### src/pkg/dac_word_pkg.sv
// Purpose: shared constants and types for the serial word decoder
// Assumes: 16-bit words, up to eight channels
// Notes: bit positions are positions within the received word
package dac_word_pkg;
    // word framing
    localparam int WORD_BITS = 16;
    localparam logic [4:0] BIT_COUNT_FULL = 5'h10;
    localparam logic [4:0] BIT_COUNT_LAST = 5'h0F;
    localparam int NUM_CH = 8;

    // routing and address fields
    localparam int POS_MAIN_SUB = 15;
    localparam int POS_ROUTE_LOW = 14;
    localparam int POS_ROUTE_HIGH = 13;
    localparam int POS_ADDR_TOP = 12;
    localparam int POS_ADDR_MID = 11;
    localparam int POS_ADDR_LOW = 10;

    // data fields
    localparam int POS_MAIN_HI = 9;
    localparam int POS_MAIN_LO = 0;
    localparam int POS_SUB_HI = 9;
    localparam int POS_SUB_LO = 2;

    // channel control fields
    localparam int POS_BIAS_HIGH = 9;
    localparam int POS_BIAS_LOW = 8;
    localparam int POS_CH_STANDBY_N = 4;
    localparam int POS_CH_CLEAR = 3;

    // system control fields
    localparam int POS_CODING = 6;
    localparam int POS_POWER_DOWN_N = 5;
    localparam int POS_GLB_STANDBY = 4;
    localparam int POS_GLB_CLEAR = 3;

    // coding select values
    localparam logic CODING_TWOS = 1'b0;
    localparam logic CODING_OFFSET = 1'b1;

    typedef logic [9:0] main_code_t;
    typedef logic [7:0] sub_code_t;
    typedef logic [1:0] bias_sel_t;

    // clear codes
    localparam main_code_t MAIN_CLEAR_OFFSET = 10'h000;
    localparam main_code_t MAIN_CLEAR_TWOS = 10'h000;
    localparam sub_code_t SUB_ZERO_OFFSET = 8'h80;
    localparam sub_code_t SUB_ZERO_TWOS = 8'h00;

    // reset values
    localparam logic RST_CODING = 1'b0;
    localparam logic RST_POWER_DOWN_N = 1'b1;
    localparam logic RST_GLB_STANDBY = 1'b0;
    localparam logic RST_GLB_CLEAR = 1'b0;
    localparam bias_sel_t RST_BIAS = 2'h0;
    localparam logic RST_CH_STANDBY_N = 1'b1;
    localparam logic RST_CH_CLEAR = 1'b0;
endpackage : dac_word_pkg

### src/dac_serial_word_decoder.sv
// Purpose: serial load interface and register decoder of a multi-channel DAC
// Assumes: serial pins are asynchronous to clk_i and much slower than it
// Notes: all pin inputs pass two flip-flops before use
// Notes on behaviour
// - route bits 00 system control, 01 channel control, 1x data registers.
// - while frame sync is low, sample data on each of the first sixteen serial clock falls.
// - system control writes ignore the address bits.
// - one channel control register per DAC; only the addressed one updates.
// - bit 13 set means a data write whatever bit 14 holds.
// - bit 15 zero targets main data, one targets sub data.
// - each channel holds a 10-bit main and an 8-bit sub data register.
// - main word: selector, don't care, one, address 12:10, code 9:0.
// - sub word carries its code in bits 9:2; bits 1:0 ignored.
// - channel word: address, bias select 9:8, standby_n bit 4, clear bit 3.
// - system word: coding bit 6, power_down_n 5, standby 4, clear 3.
// - octal decodes the top address bit; quad ignores it.
// - load strobe fall copies all sub data, and main data of channels not under soft clear, to their DAC registers together.
// - hardware clear resets main and sub data and DAC registers everywhere.
// - after hardware clear main is lowest code or midscale per coding.
// - after hardware clear sub sits at its zero-contribution code.
// - software clears touch only main DAC registers, never sub contents.
// - coding select zero is twos complement, one is offset binary.
`timescale 1ns/1ps
`default_nettype none
module dac_serial_word_decoder
    import dac_word_pkg::*;
#(
    parameter bit OCTAL = 1'b1
) (
    // clock and reset
    input wire logic clk_i,
    input wire logic rstn_i,
    // serial pins
    input wire logic frame_sync_n_i,
    input wire logic serial_clock_i,
    input wire logic serial_data_in_i,
    // strobe pins
    input wire logic load_strobe_n_i,
    input wire logic clear_request_n_i,
    // system control state
    output logic coding_select_o,
    output logic power_down_n_o,
    output logic global_standby_o,
    output logic global_soft_clear_o,
    // channel control state
    output bias_sel_t [NUM_CH-1:0] bias_select_o,
    output logic [NUM_CH-1:0] channel_standby_n_o,
    output logic [NUM_CH-1:0] channel_clear_o,
    // DAC registers
    output main_code_t [NUM_CH-1:0] main_dac_o,
    output sub_code_t [NUM_CH-1:0] sub_dac_o,
    // word status
    output logic word_commit_o
);
    // map a received address onto a channel index
    function automatic logic [2:0] chan_index(input logic [2:0] addr, input bit octal);
        chan_index = octal ? addr : {1'b0, addr[1:0]};
    endfunction : chan_index

    // main clear code for the selected coding
    function automatic main_code_t main_clear_code(input logic coding);
        main_clear_code = (coding == CODING_OFFSET) ? MAIN_CLEAR_OFFSET : MAIN_CLEAR_TWOS;
    endfunction : main_clear_code

    // sub code that adds nothing to the main output
    function automatic sub_code_t sub_zero_code(input logic coding);
        sub_zero_code = (coding == CODING_OFFSET) ? SUB_ZERO_OFFSET : SUB_ZERO_TWOS;
    endfunction : sub_zero_code

    // synchronised pins
    logic fs_level;
    logic sclk_fall;
    logic serial_data_in_level;
    logic load_strobe_n_fall;
    logic clr_level;

    pin_sync_edge #(.RST_LEVEL(1'b1)) u_sync_fs (
        .clk_i(clk_i),
        .rstn_i(rstn_i),
        .async_i(frame_sync_n_i),
        .level_o(fs_level),
        .fall_o()
    );

    pin_sync_edge #(.RST_LEVEL(1'b1)) u_sync_sclk (
        .clk_i(clk_i),
        .rstn_i(rstn_i),
        .async_i(serial_clock_i),
        .level_o(),
        .fall_o(sclk_fall)
    );

    pin_sync_edge #(.RST_LEVEL(1'b0)) u_sync_serial_data_in (
        .clk_i(clk_i),
        .rstn_i(rstn_i),
        .async_i(serial_data_in_i),
        .level_o(serial_data_in_level),
        .fall_o()
    );

    pin_sync_edge #(.RST_LEVEL(1'b1)) u_sync_load_strobe_n (
        .clk_i(clk_i),
        .rstn_i(rstn_i),
        .async_i(load_strobe_n_i),
        .level_o(),
        .fall_o(load_strobe_n_fall)
    );

    pin_sync_edge #(.RST_LEVEL(1'b1)) u_sync_clr (
        .clk_i(clk_i),
        .rstn_i(rstn_i),
        .async_i(clear_request_n_i),
        .level_o(clr_level),
        .fall_o()
    );

    // input shift register
    logic [4:0] bit_count;
    logic [WORD_BITS-1:0] shift;
    logic [WORD_BITS-1:0] word;
    logic commit;

    wire fs_low = ~fs_level;
    wire take_bit = sclk_fall & fs_low & (bit_count < BIT_COUNT_FULL);
    wire [WORD_BITS-1:0] next_shift = {shift[WORD_BITS-2:0], serial_data_in_level};
    wire last_bit = take_bit & (bit_count == BIT_COUNT_LAST);
    wire [4:0] next_count = bit_count + 5'h01;

    always_ff @(posedge clk_i) begin
        if (!rstn_i || !fs_low) begin
            bit_count <= 5'h00;
        end else if (take_bit) begin
            bit_count <= next_count;
        end
    end

    always_ff @(posedge clk_i) begin
        if (!rstn_i) begin
            shift <= 16'h0000;
        end else if (take_bit) begin
            shift <= next_shift;
        end
    end

    always_ff @(posedge clk_i) begin
        if (!rstn_i) begin
            word <= 16'h0000;
            commit <= 1'b0;
        end else begin
            commit <= last_bit;
            if (last_bit) begin
                word <= next_shift;
            end
        end
    end

    // word decode
    wire is_data = word[POS_ROUTE_HIGH];
    wire is_chan = ~word[POS_ROUTE_HIGH] & word[POS_ROUTE_LOW];
    wire is_sys = ~word[POS_ROUTE_HIGH] & ~word[POS_ROUTE_LOW];
    wire [2:0] addr = {word[POS_ADDR_TOP], word[POS_ADDR_MID], word[POS_ADDR_LOW]};
    wire [2:0] ch = chan_index(addr, OCTAL);
    wire wr_sys = commit & is_sys;
    wire wr_chan = commit & is_chan;
    wire wr_main = commit & is_data & ~word[POS_MAIN_SUB];
    wire wr_sub = commit & is_data & word[POS_MAIN_SUB];
    wire main_code_t word_main = word[POS_MAIN_HI:POS_MAIN_LO];
    wire sub_code_t word_sub = word[POS_SUB_HI:POS_SUB_LO];
    wire bias_sel_t word_bias = word[POS_BIAS_HIGH:POS_BIAS_LOW];
    wire hw_clear = ~clr_level;
    wire sys_clear_write = wr_sys & word[POS_GLB_CLEAR];

    // system control register
    logic coding;
    logic power_down_n;
    logic glb_standby;
    logic glb_clear;

    always_ff @(posedge clk_i) begin
        if (!rstn_i) begin
            coding <= RST_CODING;
            power_down_n <= RST_POWER_DOWN_N;
            glb_standby <= RST_GLB_STANDBY;
            glb_clear <= RST_GLB_CLEAR;
        end else if (wr_sys) begin
            coding <= word[POS_CODING];
            power_down_n <= word[POS_POWER_DOWN_N];
            glb_standby <= word[POS_GLB_STANDBY];
            glb_clear <= word[POS_GLB_CLEAR];
        end
    end

    wire main_code_t clear_main = main_clear_code(coding);
    wire sub_code_t zero_sub = sub_zero_code(coding);

    // per-channel control registers
    bias_sel_t bias_sel [NUM_CH];
    logic ch_standby_n [NUM_CH];
    logic ch_clear [NUM_CH];

    always_ff @(posedge clk_i) begin
        if (!rstn_i) begin
            for (int i = 0; i < NUM_CH; i++) begin
                bias_sel[i] <= RST_BIAS;
                ch_standby_n[i] <= RST_CH_STANDBY_N;
                ch_clear[i] <= RST_CH_CLEAR;
            end
        end else if (wr_chan) begin
            bias_sel[ch] <= word_bias;
            ch_standby_n[ch] <= word[POS_CH_STANDBY_N];
            ch_clear[ch] <= word[POS_CH_CLEAR];
        end
    end

    // data registers
    main_code_t main_data [NUM_CH];
    sub_code_t sub_data [NUM_CH];

    always_ff @(posedge clk_i) begin
        if (!rstn_i) begin
            for (int i = 0; i < NUM_CH; i++) begin
                main_data[i] <= MAIN_CLEAR_TWOS;
                sub_data[i] <= SUB_ZERO_TWOS;
            end
        end else if (hw_clear) begin
            for (int i = 0; i < NUM_CH; i++) begin
                main_data[i] <= clear_main;
                sub_data[i] <= zero_sub;
            end
        end else begin
            if (wr_main) begin
                main_data[ch] <= word_main;
            end
            if (wr_sub) begin
                sub_data[ch] <= word_sub;
            end
        end
    end

    // DAC registers
    main_code_t main_dac [NUM_CH];
    sub_code_t sub_dac [NUM_CH];

    always_ff @(posedge clk_i) begin
        if (!rstn_i) begin
            for (int i = 0; i < NUM_CH; i++) begin
                main_dac[i] <= MAIN_CLEAR_TWOS;
                sub_dac[i] <= SUB_ZERO_TWOS;
            end
        end else if (hw_clear) begin
            for (int i = 0; i < NUM_CH; i++) begin
                main_dac[i] <= clear_main;
                sub_dac[i] <= zero_sub;
            end
        end else if (load_strobe_n_fall) begin
            for (int i = 0; i < NUM_CH; i++) begin
                if (glb_clear || ch_clear[i] || sys_clear_write) begin
                    main_dac[i] <= clear_main;
                end else begin
                    main_dac[i] <= main_data[i];
                end
                sub_dac[i] <= sub_data[i];
            end
        end else if (sys_clear_write) begin
            for (int i = 0; i < NUM_CH; i++) begin
                main_dac[i] <= clear_main;
            end
        end
    end

    // outputs
    assign coding_select_o = coding;
    assign power_down_n_o = power_down_n;
    assign global_standby_o = glb_standby;
    assign global_soft_clear_o = glb_clear;
    assign word_commit_o = commit;

    always_comb begin
        for (int i = 0; i < NUM_CH; i++) begin
            bias_select_o[i] = bias_sel[i];
            channel_standby_n_o[i] = ch_standby_n[i];
            channel_clear_o[i] = ch_clear[i];
            main_dac_o[i] = main_dac[i];
            sub_dac_o[i] = sub_dac[i];
        end
    end
endmodule : dac_serial_word_decoder
`default_nettype wire

### src/pin_sync_edge.sv
// Purpose: two-stage synchroniser with falling-edge detect
// Assumes: async_i comes from outside the clk_i domain
// Notes: reset level chosen per instance
`timescale 1ns/1ps
`default_nettype none
module pin_sync_edge #(
    parameter logic RST_LEVEL = 1'b1
) (
    // clock and reset
    input wire logic clk_i,
    input wire logic rstn_i,
    // pin side
    input wire logic async_i,
    // synchronised side
    output logic level_o,
    output logic fall_o
);
    logic meta;
    logic stable;
    logic prev;

    always_ff @(posedge clk_i) begin
        if (!rstn_i) begin
            meta <= RST_LEVEL;
            stable <= RST_LEVEL;
            prev <= RST_LEVEL;
        end else begin
            meta <= async_i;
            stable <= meta;
            prev <= stable;
        end
    end

    assign level_o = stable;
    assign fall_o = prev & ~stable;
endmodule : pin_sync_edge
`default_nettype wire

### config.mk
export PLATFORM = sky130hd
export DESIGN_NAME = dac_serial_word_decoder
export DESIGN_NICKNAME = d
export VERILOG_FILES = /design/src/pkg/dac_word_pkg.sv /design/src/dac_serial_word_decoder.sv /design/src/pin_sync_edge.sv
export SDC_FILE = /design/constraint.sdc
export NUM_CORES = 1
export LEC_CHECK = 0
export BUFFER_PORTS_ARGS = -buffer_cell sky130_fd_sc_hd__buf_2
export CORE_MARGIN = 1.5
export CORE_UTILIZATION = 52
export CTS_CLUSTER_DIAMETER = 120
export DETAILED_ROUTE_END_ITERATION = 12
export PLACE_DENSITY = 0.86
export REMOVE_ABC_BUFFERS = 1
export SLEW_MARGIN = 10
export SYNTH_ARGS = -nofsm -noshare
export SYNTH_HDL_FRONTEND = slang
export SYNTH_HIERARCHICAL = 1
export SYNTH_SLANG_ARGS = --single-unit
### constraint.sdc
create_clock -name clk_i -period 1.9 [get_ports clk_i]
set_clock_uncertainty 0.1 [all_clocks]
set_input_delay 0.095 -clock clk_i [delete_from_list [all_inputs] [get_ports clk_i]]
set_output_delay 0.095 -clock clk_i [all_outputs]
set_load 0.02 [all_outputs]
# ---- Word-level counts from Yosys, hierarchy flattened
# Memories as Yosys holds them, arrays and structs flattened.
# Index checks and enable logic that the tools add are counted.
dict set report op_classes {
  addsub 1
  n_lt_le_gt_ge 1
  n_eq_ne 1
  n_mux 184
  bitwise_logic 83
  n_reduce_logical 23
}
# op n
set ops {}
lappend ops {{$mux 10} 41}
lappend ops {{$mux 8} 26}
lappend ops {{$mux 1} 111}
lappend ops {{$or 1x1->1} 64}
lappend ops {{$logic_or 1x1->1} 17}
lappend ops {{$mux 3} 5}
lappend ops {{$and 1x1->1} 13}
lappend ops {{$reduce_or 10->1} 1}
lappend ops {{$reduce_or 8->1} 1}
lappend ops {{$not 1->1} 6}
lappend ops {{$add 5x1->5 const B} 1}
lappend ops {{$eq 5x4->1 const B} 1}
lappend ops {{$lt 5x5->1 const B} 1}
lappend ops {{$mux 2} 1}
lappend ops {{$reduce_or 1->1} 2}
lappend ops {{$reduce_or 2->1} 1}
lappend ops {{$logic_not 1->1} 1}
dict set report totals {
  ff_bits 53
  ramBits 320
  out_inout_bits 181
  wordCells 320
  n_memories 7
}
# name depth width read_ports rd_clocked_by_memory_dff write_ports line_no
set memory_table {}
lappend memory_table {main_dac 8 10 8 0 8 dac_serial_word_decoder.sv:241} ;# main_code_t main_dac [NUM_CH];
lappend memory_table {main_data 8 10 8 0 8 dac_serial_word_decoder.sv:216} ;# main_code_t main_data [NUM_CH];
lappend memory_table {sub_dac 8 8 8 0 8 dac_serial_word_decoder.sv:242} ;# sub_code_t sub_dac [NUM_CH];
lappend memory_table {sub_data 8 8 8 0 8 dac_serial_word_decoder.sv:217} ;# sub_code_t sub_data [NUM_CH];
lappend memory_table {bias_sel 8 2 8 0 8 dac_serial_word_decoder.sv:197} ;# bias_sel_t bias_sel [NUM_CH];
lappend memory_table {ch_clear 8 1 8 0 8 dac_serial_word_decoder.sv:199} ;# logic ch_clear [NUM_CH];
lappend memory_table {{+1 memories} n/a n/a n/a n/a n/a n/a}

# ---- Depth between registers and ports, before layout
dict set report depth {
  word_depth 13
  mapped_depth 8
}

# ---- Hierarchy
# Netlist, hierarchy kept.
# module instances cells_per_inst area_each_um2 seq_area_each_um2
set modules_own_cells {}
lappend modules_own_cells {dac_serial_word_decoder 1 1017 14128.6 9879.5}
lappend modules_own_cells {{pin_sync_edge at u_sync_clr ...} 4 7 85.1 60.1}
lappend modules_own_cells {{pin_sync_edge at u_sync_serial_data_in} 1 7 88.8 60.1}

# ---- Worst setup path after synthesis
# OpenSTA, ideal clock, no wires.
dict set report synth_timing {
  path_type {reg-to-reg}
  startpoint {reg u_sync_load_strobe_n.prev}
  endpoint {mem sub_dac[0][10] in the netlist's numbering, enable pin}
  arrival_time_ps 1602
  t_required_ps 1416
  slack_ps -186
  path_stages_with_launch 5
  path_buffers 2
  synth_period_minus_slack_ps 2086
  cell_sequence {dfxtp_1 > nor2b_1 > buf_4 > buf_1 > nand2b_1}
}
# item line_no
set synth_lines {}
lappend synth_lines {{from (decl)} pin_sync_edge.sv:20} ;# logic prev;
lappend synth_lines {{from (signal assigned)} pin_sync_edge.sv:30} ;# prev <= stable;
lappend synth_lines {{to (decl)} dac_serial_word_decoder.sv:242}

==> out/metrics.csv <==
metric,value,unit
status,"finished, final reports clean",
First DRT Iteration DRCs,752,
Setup WS pre-CTS,-279,ps
Syn-to-layout area delta,23.0,%
"Slew Viols, Final",0,
Placed Cells,1608,
global-route wire length before repair,47.6,mm
R2R depth,5,
largest net degree at the start of global routing,57,
min setup slack post-route,59.1,ps
crit path cell chain,or3b_4 > buf_4 > nor3_4 > nand2b_1 > buf_12,
Max VDD drop,0.610,mV
Seq. cell area,0.0101,mm²
num rows,60,
Final Hold Viols,0,
PD cells,989,mW/mm²
clock sink count,373,
"Reg clk slew, reported paths",60,ps
Root Driver,clkbuf_16,
CP max stage delay,430,ps
Final ANT Viol Nets,0,
Setup Viol. Count Final,0,
"Avg Cell Area, Syn",13.9,µm²
die area,0.0288,mm²
drt wl/cell,18.8,µm
RR Endpoint,main_data[4][7]$_SDFFCE_PN0P_,
WHS Endpoint,u_sync_fs/meta$_SDFF_PN1_,
Worst-Skew Late Latency,520,ps
CTS HTree Levels,2,
instance count on the critical path,5,
Slew headroom,0.347,
CP max stage cell,or3b_4,
layout cells sized above 1,0.297,
maximum clock rate,543,MHz
# DRC,0,
Congestion Overflow GR,0,
MaxCap Viol Count,0,
arrival time of data at the critical path endpoint,1980,ps
vias per cell,5.30,
Die Width,170,µm
Worst-Margin Slew,978,ps
Total Routed Length,31.7,mm
Max clock buf depth,3,
Leak,7.18,nW
yosys warns,6,
"Max FO, Critical Path",10,
Setup TNS,0,ps
number of inserted diodes,0,
multi-input logic area,0.00397,mm²
total track usage,0.220,
Crit Path Category,reg -> reg,
data required time of the worst path,2040,ps
"Cell Count, Final, Fillers Out",1687,
Final Cell Area,0.0178,mm²
Post-Syn Instances,1043,
CTS tree,yes,
fin crit share,0.969,
NumNets Final,1295,
worst r2r src,word[12]$_SDFFE_PN0P_,
First-pass DRT Iterations,8,
vias in the first global route,8634,
starting density of the core,0.533,
core area,0.0271,mm²
"CP delay by family, top",simple AND/OR/NAND/NOR gates,
HP Start,frame_sync_n_i,
WP buf/inv,2,
reg2reg setup slack,60,ps
Hold/Removal Path Class,in -> reg,
gp weighted congestion,0.803,
Filler Cell Count,1807,
Via Count,8944,
initial antenna violation count,0,
DPL Wire Length,21.2,mm
Tmin final,1840,ps
RSZ-0062 raised after global routing,false,
crit end category,flip-flop,
dpl cell area,0.0163,mm²
startpoint types,flip-flop,
CTS Buf Count,38,
PortBufs,187,
die height,170,µm
Mapped Area,0.0145,mm²
boundary pin count,188,
hold path cells,3,
registers in the layout, summed over array words and instances, names as in the netlist, 5 cells and up:
register      count
ch_clear          8
main_data        80
ch_standby_n      8
sub_dac          64
sub_data         64
shift            15
word             16
main_dac         80
bit_count         5
bias_sel         16
stage by stage:
step	power, mW	utilization	hold WS (ps)
6_report	17.6	0.656	188
3_3_place_gp	10.0	0.600	175
4_1_cts	17.7	0.653	178
3_5_place_dp	10.0	0.600	179
5_1_grt	18.0	0.656	216
2_1_floorplan	9.67	-	56.9
layer usage:
layer | wire length [µm] | track usage | vias up
met4 | 1160 | 0.0896 | 0
met5 | 0 | 0 | -
met2 | 16000 | 0.382 | 368
met3 | 2220 | 0.0413 | 70
li1 | - | - | 4171
met1 | 12300 | 0.271 | 4335
layout make-up:
class | instances | share of cell area
inverters | 8 | 0.00169
clock buffers | 56 | 0.0672
clock inverters | 13 | 0.00753
well taps | 372 | 0.0262
repair buffers | 282 | 0.104
multi-input cells | 583 | 0.224
flip-flops and latches | 373 | 0.569
what timing repair did:
item,in CTS,in global routing
endpoints found under the setup margin,124,219
hold buffers,6,0
pin swaps,1,3
gates resized for setup,8,20
gates cloned,0,0
hold endpoints to repair,6,0
setup buffers,3,1
tightest hold or removal path: stages:
cell           delay [ps]
dlygate4sd3_1         520
buf_2                  90
nand2b_1               80
power breakdown:
part,switching (mW),internal [mW]
Clock,3.02,4.67
Combinational,0.527,0.260
Sequential,0.0994,9.01
Total,3.64,13.9
worst max path at each step:
| stage | from | slack (ps) | endpoint |
|---|---|---|---|
| 3_3_place_gp | word[13]$_SDFFE_PN0P_ | -200 | main_dac[0][19]$_SDFFCE_PP0P_ |
| 4_1_cts | word[10]$_SDFFE_PN0P_ | -0.9 | main_data[1][1]$_SDFFCE_PN0P_ |
| 2_1_floorplan | word_commit_o$_SDFF_PN0_ | -1090 | main_data[6][0]$_SDFFCE_PN0P_ |
| 5_1_grt | bit_count[1]$_SDFFE_PP0P_ | 2 | word[15]$_SDFFE_PN0P_ |
| 6_report | word[12]$_SDFFE_PN0P_ | 60 | main_data[4][7]$_SDFFCE_PN0P_ |
| 3_5_place_dp | word[13]$_SDFFE_PN0P_ | -280 | main_dac[1][18]$_SDFFCE_PP0P_ |
placed cells by master, fill, tap and decap left out, types with 7 or more instances in the layout:
cell type and instances:
clkbuf_16 43, a21oi_1 15, and2_1 228, dfxtp_1 104, mux2i_1 17, nor3_4 15, clkbuf_8 7, inv_1 7
edfxtp_1 265, a22o_1 30, or3_1 10, nor4_1 16, nand2b_2 8, nor3_2 8, nand4b_1 11, a21o_1 12
buf_2 187, a21boi_1 9, nand2_1 78, o211ai_1 11, a21boi_0 24, buf_4 73, buf_12 15, nand2b_1 26
nor2_1 15, o21ai_0 7
(Power assumes the default switching activity.)
